`src/hw/omd_pkg.sv`:
```
package omd_pkg;
   // address map, 16-bit space
   localparam int          ADDR_W         = 16;
   localparam logic [15:0] ROM_BASE       = 16'h0000;
   localparam logic [15:0] ROM_TOP        = 16'h0fff;
   localparam logic [15:0] RAM_BASE       = 16'h1000;
   localparam logic [15:0] RAM_TOP        = 16'h1fff;
   localparam int          BANK_SEL_HI    = 11;
   localparam int          BANK_SEL_LO    = 10;
   localparam int          CHIP_ADDR_W    = 10;
   localparam int          NUM_BANKS      = 4;
   localparam logic [2:0]  REGION_TAG_POS = 3'h1;
   // reset values of the registered bank select and chip address outputs
   localparam logic [3:0]  BANK_SEL_RST   = 4'h0;
   localparam logic [9:0]  CHIP_ADDR_RST  = 10'h000;

   typedef enum logic [1:0]
   {
      OMD_REG_NONE = 2'b00,
      OMD_REG_ROM  = 2'b01,
      OMD_REG_RAM  = 2'b10
   } omd_region_e;

   // compares only the top four address bits, addr[15:12]
   function automatic omd_region_e omd_decode(input logic [15:0] addr);
      if (addr[15:12] == ROM_BASE[15:12])
         omd_decode = OMD_REG_ROM;
      else if (addr[15:12] == RAM_BASE[15:12])
         omd_decode = OMD_REG_RAM;
      else
         omd_decode = OMD_REG_NONE;
   endfunction : omd_decode
endpackage : omd_pkg

```
`src/hw/omd_bank_decode.sv`:
```
`timescale 1ns/100ps
module omd_bank_decode
   import omd_pkg::*;
#(
   parameter int BANKS = NUM_BANKS
)
(
   input  wire logic [1:0]       bank_idx,
   input  wire logic             enable,
   output logic      [BANKS-1:0] bank_onehot
);
   always_comb
   begin
      bank_onehot = '0;
      if (enable)
         bank_onehot[bank_idx] = 1'b1;
   end
endmodule : omd_bank_decode

```
`src/hw/omd_decoder.sv`:
```
`timescale 1ns/100ps
// Overview of operation
// - addresses 0000h to 0fffh select the on-board rom.
// - the boot rom chip always sits at address zero so the first fetch after reset hits it.
// - addresses 1000h to 1fffh select on-board ram.
// - ram is up to four 1k banks, each a pair of nibble chips sharing one select.
// - the top four address bits are fully decoded so the 8k region never aliases.
// - onboard_region_select flags accesses inside the 8k on-board region.
// - chip selects are qualified by memory read or write strobes and suppressed while any i/o strobe is active.
module omd_decoder
   import omd_pkg::*;
(
   input  wire logic        clock,
   input  wire logic        sys_rst,
   input  wire logic [15:0] addr,
   input  wire logic        mem_rd,
   input  wire logic        mem_wr,
   input  wire logic        io_rd,
   input  wire logic        io_wr,
   output logic             rom_lo_sel,
   output logic             rom_hi_sel,
   output logic [3:0]       ram_bank_sel,
   output logic [9:0]       chip_addr,
   output logic             ram_wr,
   output logic             onboard_region_select
);
   ////////////////////////////////////////////////////////////////////////////
   omd_region_e region;
   logic        mem_cycle;
   logic [3:0]  next_bank;
   logic        next_rom_lo;
   logic        next_rom_hi;
   logic        next_ram_wr;
   logic        next_region;

   assign region    = omd_decode(addr);
   // any active i/o strobe blocks the memory cycle
   assign mem_cycle = (mem_rd | mem_wr) & ~(io_rd | io_wr);

   omd_bank_decode #(.BANKS(NUM_BANKS)) u_bank
   (
      .bank_idx    (addr[BANK_SEL_HI:BANK_SEL_LO]),
      .enable      (mem_cycle && region == OMD_REG_RAM),
      .bank_onehot (next_bank)
   );

   ////////////////////////////////////////////////////////////////////////////
   // next values of the single-bit selects
   always_comb
   begin
      next_rom_lo = 1'h0;
      next_rom_hi = 1'h0;
      next_ram_wr = 1'h0;
      next_region = 1'h0;
      if (mem_cycle)
      begin
         case (region)
            OMD_REG_ROM:
            begin
               // lower 2k chip holds address zero
               next_rom_lo = !addr[11];
               next_rom_hi = addr[11];
               next_region = 1'h1;
            end
            OMD_REG_RAM:
            begin
               // reads need no strobe of their own, the bank select suffices
               next_ram_wr = mem_wr;
               next_region = 1'h1;
            end
            default:
            begin
               // everything above the 8k region belongs to expansion memory
               next_rom_lo = 1'h0;
               next_rom_hi = 1'h0;
               next_ram_wr = 1'h0;
               next_region = 1'h0;
            end
         endcase
      end
   end

   ////////////////////////////////////////////////////////////////////////////
   // rom chip selects
   always_ff @(posedge clock)
   begin
      if (sys_rst)
      begin
         rom_lo_sel <= 1'h0;
         rom_hi_sel <= 1'h0;
      end
      else
      begin
         rom_lo_sel <= next_rom_lo;
         rom_hi_sel <= next_rom_hi;
      end
   end

   // one select per bank pair, shared by both nibble chips of the bank
   always_ff @(posedge clock)
   begin
      if (sys_rst)
         ram_bank_sel <= BANK_SEL_RST;
      else
         ram_bank_sel <= next_bank;
   end

   // chips share the low address bits whatever the region
   always_ff @(posedge clock)
   begin
      if (sys_rst)
         chip_addr <= CHIP_ADDR_RST;
      else
         chip_addr <= addr[CHIP_ADDR_W-1:0];
   end

   // write strobe to the ram chips
   always_ff @(posedge clock)
   begin
      if (sys_rst)
         ram_wr <= 1'h0;
      else
         ram_wr <= next_ram_wr;
   end

   // expansion boards decode around this flag
   always_ff @(posedge clock)
   begin
      if (sys_rst)
         onboard_region_select <= 1'h0;
      else
         onboard_region_select <= next_region;
   end

   ////////////////////////////////////////////////////////////////////////////
   // sampled !sys_rst keeps the release edge, whose outputs stay reset, out
   AST_ROM_RANGE: assert property (@(posedge clock) disable iff (sys_rst)
      (!sys_rst && mem_cycle && addr <= ROM_TOP) |=> (rom_lo_sel || rom_hi_sel))
      else $error("rom not selected in rom range");

   AST_BOOT_ZERO: assert property (@(posedge clock) disable iff (sys_rst)
      (!sys_rst && mem_rd && !io_rd && !io_wr && addr == ROM_BASE) |=> rom_lo_sel)
      else $error("boot rom not selected at zero");

   AST_RAM_RANGE: assert property (@(posedge clock) disable iff (sys_rst)
      (!sys_rst && mem_cycle && addr >= RAM_BASE && addr <= RAM_TOP) |=> $onehot(ram_bank_sel))
      else $error("ram not selected in ram range");

   AST_ONE_CHIP: assert property (@(posedge clock) disable iff (sys_rst)
      $onehot0({rom_lo_sel, rom_hi_sel, ram_bank_sel}))
      else $error("more than one chip selected");

   AST_NO_ALIAS: assert property (@(posedge clock) disable iff (sys_rst)
      (addr > RAM_TOP) |=> !onboard_region_select && ram_bank_sel == 4'h0
                          && !rom_lo_sel && !rom_hi_sel)
      else $error("on-board region aliased");

   AST_REGION_FLAG: assert property (@(posedge clock) disable iff (sys_rst)
      onboard_region_select == $past(!sys_rst && mem_cycle && addr <= RAM_TOP))
      else $error("region select wrong");

   AST_IO_IGNORED: assert property (@(posedge clock) disable iff (sys_rst)
      (io_rd || io_wr || !(mem_rd || mem_wr)) |=> !onboard_region_select && !ram_wr)
      else $error("select during non-memory cycle");

   AST_BANK_BITS: assert property (@(posedge clock) disable iff (sys_rst)
      (!sys_rst && mem_cycle && addr[15:12] == 4'h1) |=>
         ram_bank_sel[$past(addr[11:10])] && chip_addr == $past(addr[9:0]))
      else $error("wrong bank or chip address");

   AST_ROM_HI_HALF: assert property (@(posedge clock) disable iff (sys_rst)
      (!sys_rst && mem_cycle && addr[15:11] == 5'h01) |=> rom_hi_sel && !rom_lo_sel)
      else $error("upper rom chip not selected");

   AST_ROM_LO_HALF: assert property (@(posedge clock) disable iff (sys_rst)
      (!sys_rst && mem_cycle && addr[15:11] == 5'h00) |=> rom_lo_sel && !rom_hi_sel)
      else $error("lower rom chip not selected");

   AST_ROM_ONLY: assert property (@(posedge clock) disable iff (sys_rst)
      (rom_lo_sel || rom_hi_sel) |-> $past(addr) <= ROM_TOP)
      else $error("rom selected outside rom range");

   AST_RAM_ONLY: assert property (@(posedge clock) disable iff (sys_rst)
      (ram_bank_sel != 4'h0) |-> ($past(addr) >= RAM_BASE && $past(addr) <= RAM_TOP))
      else $error("ram selected outside ram range");

   AST_WR_IN_BANK: assert property (@(posedge clock) disable iff (sys_rst)
      ram_wr |-> $onehot(ram_bank_sel))
      else $error("ram write without one bank selected");

   AST_WR_STROBE: assert property (@(posedge clock) disable iff (sys_rst)
      ram_wr |-> $past(mem_wr))
      else $error("ram write without memory write strobe");

   AST_WR_RANGE: assert property (@(posedge clock) disable iff (sys_rst)
      ram_wr |-> $past(addr[15:12]) == RAM_BASE[15:12])
      else $error("ram write outside ram range");

   AST_SEL_IN_REGION: assert property (@(posedge clock) disable iff (sys_rst)
      (rom_lo_sel || rom_hi_sel || ram_bank_sel != 4'h0) |-> onboard_region_select)
      else $error("chip selected without region select");

   AST_IO_NO_CHIP: assert property (@(posedge clock) disable iff (sys_rst)
      (!sys_rst && (io_rd || io_wr)) |=> !rom_lo_sel && !rom_hi_sel && ram_bank_sel == 4'h0)
      else $error("chip selected during i/o cycle");

   AST_RD_NO_WR: assert property (@(posedge clock) disable iff (sys_rst)
      (!sys_rst && mem_rd && !mem_wr) |=> !ram_wr)
      else $error("ram write on a read");

   AST_CHIP_ADDR: assert property (@(posedge clock) disable iff (sys_rst)
      !$past(sys_rst) |-> chip_addr == $past(addr[9:0]))
      else $error("chip address does not follow bus");

   AST_RESET_QUIET: assert property (@(posedge clock) disable iff (sys_rst)
      $past(sys_rst) |-> !rom_lo_sel && !rom_hi_sel && ram_bank_sel == BANK_SEL_RST
                         && !ram_wr && !onboard_region_select)
      else $error("outputs not quiet after reset");

   COV_ROM:    cover property (@(posedge clock) rom_lo_sel);
   COV_ROM_HI: cover property (@(posedge clock) rom_hi_sel);
   COV_RAM3:   cover property (@(posedge clock) ram_bank_sel[3] && ram_wr);
   COV_EXT:    cover property (@(posedge clock) mem_rd ##1 !onboard_region_select);
   COV_IO:     cover property (@(posedge clock) mem_wr && io_rd ##1 !ram_wr);
endmodule : omd_decoder

```
`config.mk`:
```
export PLATFORM = sky130hd
export DESIGN_NAME = omd_decoder
export DESIGN_NICKNAME = d
export VERILOG_FILES = /design/src/hw/omd_pkg.sv /design/src/hw/omd_bank_decode.sv /design/src/hw/omd_decoder.sv
export SDC_FILE = /design/constraint.sdc
export NUM_CORES = 1
export LEC_CHECK = 0
export BUFFER_PORTS_ARGS = -buffer_cell sky130_fd_sc_hd__buf_2
export CORE_MARGIN = 4
export CORE_UTILIZATION = 41
export DETAILED_ROUTE_END_ITERATION = 7
export GPL_ROUTABILITY_DRIVEN = 0
export PLACE_DENSITY = 0.8
export SETUP_SLACK_MARGIN = 0.02
export SLEW_MARGIN = 20
export SYNTH_ARGS = -nofsm -noshare
export SYNTH_HDL_FRONTEND = slang
export SYNTH_HIERARCHICAL = 1
export SYNTH_SLANG_ARGS = --single-unit
```
`constraint.sdc`:
```
create_clock -name clock -period 3.8 [get_ports clock]
set_clock_uncertainty 0.15 [all_clocks]
set_input_delay 0.76 -clock clock [delete_from_list [all_inputs] [get_ports clock]]
set_output_delay 0.76 -clock clock [all_outputs]
set_load 0.02 [all_outputs]
```
==> results.cfg, run 1 <==
[outcome]
status = finished clean

[clock_tree]
cts_buffers = 3
cts.sinks = 18
cts_hold_buf = 0
post_cts_buffers = 0
htree_levels = 1
clk_path_buf_depth = 2
path_clk_slew_ns = 0.11
cts_resized = 0
cts_tree = built
cts_root_buffer = clkbuf_4

[sta]
finalHoldViolations = 0
tns_ns = 0
worst_pin_slew_ns = 0.3836
fmax_ghz = 0.5261
rsz0062_at_grt = false
relSlewSlack_pct = 74.33
finalCritPeriodShare_pct = 50.02
fin_ws_ns = 1.899
finalWorstPathRequiredPeriod_ns = 1.901
drv_slew = 0
setup_viol = 0

[grt]
grt_pass1_vias = 415
antenna_found_initial = 0
overflow = 0
grt_max_degree = 16
grt_pass1_wl_mm = 1.662
grt.total_usage_pct = 11.26

[floorplanning]
fp.dieW_um = 45.35
dieHeight_um = 45.35
placementRows = 13
core_um2 = 1301
dieArea_um2 = 2056
ioPinCount = 40
start_util_pct = 43.94

[worst_hold_path]
hp-class = input pin to register

[detailed_routing]
vias = 485
drcViolationCount = 0
routedWlPerCell_um = 10.85
viasPerCell = 4.575
dr.first_iter.drc_count = 2
wirelength_mm = 1.150
ant_nets = 0
drtPass1Iterations = 3

[synth]
synth_top_area_share_pct = 63.02
yosysWarningCount = 6
synth-adder-area-share_pct = 0
ys_seq_area_share_pct = 63.02
synth_top_family_by_area = simple AND/OR/NAND/NOR gates
syn_avg_cell_area_um2 = 11.67
synth-edff-count = 0
synthMuxAreaShare_pct = 0
synth.area.top_cells = dfxtp_1 (63%), nor2b_1 (15%), and3b_1 (3.1%)
synth_cells = 49
synth_common_cells = dfxtp_1 (18), nor2b_1 (14)
synthArstFlopShare_pct = 0
synth_nets = 71
synth_compound_area_share_pct = 0
ys_ff_latch = 18
synth_area_um2 = 571.8
synth_xor_area_share_pct = 0
synth_top_area_cell = dfxtp_1
ys.flop_type = dfxtp_1
synth_cell_types = 15
yosysMostFrequentCell = dfxtp_1
yosys.area_share.simple_pct = 36.32

[critical_path]
critPathLaunchType = input pin
worstPathRequired_ns = 3.86
crit_arrival_ns = 1.96
cp-end-kind = register
path_max_fanout = 4
crit_type = input pin to register

[placed_design]
place_area_um2 = 782.0
portBuffers = 39
pre_cts_ws_ns = 1.632
dp.cells = 102

[layout]
drive_gt1_share_pct = 51.65
diodes = 0
multiInputGateArea_um2 = 207.7
final_cells = 106
syn_to_final_growth_pct = 43.11
post-route-cell-area_um2 = 818.3
seq_area_um2 = 360.3
fillers = 116
nets = 114

[pwr]
cellLeakagePower_nw = 0.4144
vdd_drop_max_mv = 0.2277
p_per_area_nw_per_um2 = 419.1
power_w = 0.0003429

[flow_run]
cap_violations = 0
-- report_power, final --
part	leakage, nW	switching [W]	total (W)	internal, W
Sequential	0.148	0.00000111	0.000195	0.000194
Clock	0.0210	0.0000535	0.000112	0.0000582
Combinational	0.246	0.0000196	0.0000358	0.0000162
-- worst max-delay path, stage by stage --
cell	delay, ns
buf_2	0.10
or4b_1	0.50
nor3_1	0.26
nor3b_2	0.20
nor2b_1	0.13
-- sequential cells by signal (all words and copies together), names as in the netlist --
register               count
chip_addr                 10
ram_bank_sel               4
onboard_region_select      1
ram_wr                     1
rom_hi_sel                 1
rom_lo_sel                 1
-- layout by cell type (no fill, tap or decap) --
cell type	count
and3_2	1
and3b_1	2
buf_2	39
clkbuf_4	3
clkbuf_8	1
dfxtp_1	18
nand2_1	1
nand2b_1	1
nor2_1	2
nor2b_1	14
nor3_1	2
nor3b_2	1
nor4_1	2
nor4b_2	1
or2_0	1
or4_4	1
or4b_1	1
-- per-layer routing --
metal / up-vias / share of wire (%) / track usage, % / wire length, um
met5: - / 0 / 0 / 0
met4: 0 / 0.70 / 3.509 / 8
met3: 2 / 14 / 3.586 / 159
met2: 28 / 43 / 19.49 / 499
met1: 208 / 42 / 13.05 / 482
li1: 247 / - / - / -
-- final cells by class --
type / instances / share of cell area (%)
timing repair buffer: 39 / 23.85
sequential: 18 / 44.04
tap: 15 / 2.294
multi-input combinational: 30 / 25.38
clock buffer: 4 / 4.434
-- kinds of logic after synthesis --
logic type	count (synthesis)
buf+inv	1
simple gates	30
flops	18
-- per-stage QoR --
stage                     util, %  hold WS [ns]
after floorplan                 -        0.6816
after global placement      60.10        0.8171
after detailed placement    60.10        0.8230
after CTS                   62.88        0.5295
after global routing        62.88        0.5286
final                       62.88        0.5245
-- worst paths after layout --
path | startpoint | endpoint | slack [ns] | depth (start not counted)
hold / removal | addr[1] | chip_addr[1]$_SDFF_PP0_ | 0.52 | 2
setup / recovery | addr[13] | ram_bank_sel[0]$_SDFF_PP0_ | 1.90 | 5
No activity file was read; power rests on OpenSTA's default activity.
==> run 2: changes to the inputs <==
- CORE_UTILIZATION: 41 -> 34
- PLACE_DENSITY: 0.8 -> 0.71
- clock period: 3.8 -> 1.7 ns (I/O delays scaled with it)
==> results.cfg, run 2 (synthesis results as in run 1) <==
[layout]
syn_to_final_growth_pct = 47.26
largest_reg_flops = 10
reg_top3 = chip_addr: 10 flops, ram_bank_sel: 4 flops
top_register = chip_addr
nets = 117
diodes = 0
layout_common_cells = buf_2 (39), dfxtp_1 (18), nor2b_1 (14), clkbuf_4 (3), buf_4 (3)
drive_gt1_share_pct = 53.19
layout_commonest_cell = buf_2

[clock_tree]
htree_levels = 1
path_clk_slew_ns = 0.10
cts_resized = 0
cts_hold_buf = 0
post_cts_buffers = 0
cts_buffers = 3
cts.sinks = 18
clk_path_buf_depth = 2
cts_root_buffer = clkbuf_4
cts_tree = built

[critical_path]
crit_arrival_ns = 1.56
worstPathRequired_ns = 1.78
critPathLaunchType = input pin
crit_type = input pin to register
cp-end-kind = register
path_max_fanout = 4

[sta]
finalHoldViolations = 0
relSlewSlack_pct = 77.89
fmax_ghz = 0.6737
rsz0062_at_grt = false
worst_pin_slew_ns = 0.3292
hold_slack_ns = 0.1101
setup_viol = 0
finalWorstPathRequiredPeriod_ns = 1.484
drv_slew = 0
finalCritPeriodShare_pct = 87.31

[floorplanning]
ioPinCount = 40
dieHeight_um = 49.01
start_util_pct = 37.09
dieArea_um2 = 2402
core_um2 = 1541
placementRows = 14
fp.dieW_um = 49.01

[grt]
antenna_found_initial = 0
grt_max_degree = 15
overflow = 0
grt_pass1_vias = 489
grt_pass1_wl_mm = 1.987
grt.total_usage_pct = 10.64

[detailed_routing]
drcViolationCount = 0
vias = 494
wirelength_mm = 1.135
dr.first_iter.drc_count = 0
viasPerCell = 4.491
ant_nets = 0
routedWlPerCell_um = 10.32
drtPass1Iterations = 1

[pwr]
p_per_area_nw_per_um2 = 917.1
power_w = 0.0007723
vdd_drop_max_mv = 0.4051
cellLeakagePower_nw = 0.4288

[worst_hold_path]
hp-class = input pin to register

[flow_run]
cap_violations = 0

[outcome]
status = finished clean

[placed_design]
portBuffers = 39
## run 2: layout make-up
class | count | area (um^2)
clock buffer | 4 | 36.28
timing repair buffer | 42 | 217.7
fill | 164 | 699.4
multi-input combinational | 30 | 207.7
tap | 16 | 20.02
sequential | 18 | 360.3
## run 2: through the flow
step,setup slack [ns],TNS [ns],instances,utilization (%),cell area [um^2]
after floorplan,0.1412,0,49,-,571.8
after global placement,-0.04055,-0.1205,106,52.27,805.8
after detailed placement,-0.08154,-0.2734,106,52.27,805.8
after CTS,0.2194,0,110,54.63,842.1
after global routing,0.1053,0,110,54.63,842.1
final,0.2157,0,110,54.63,842.1
## run 2: final timing paths
path | start | endpoint | slack, ns | cells after the start
setup / recovery | addr[13] | ram_bank_sel[0]$_SDFF_PP0_ | 0.22 | 5
hold / removal | addr[8] | chip_addr[8]$_SDFF_PP0_ | 0.11 | 2
## run 2: worst max-delay path, stage by stage
cell and delay (ns):
buf_2 0.10, or4b_1 0.50, nor3_1 0.28, nor3b_2 0.21
nor2b_1 0.13
## run 2: routing by layer
metal / global-route usage [%] / routed length [um]
met1: 9.311 / 384
met2: 17.83 / 497
met5: 0 / 0
met3: 6.728 / 223
met4: 6.726 / 29
## run 2: power by group
part           switching [W]  total (W)  internal (W)
sequential        0.00000238   0.000437      0.000434
clock               0.000121   0.000251      0.000130
combinational      0.0000436  0.0000843     0.0000407
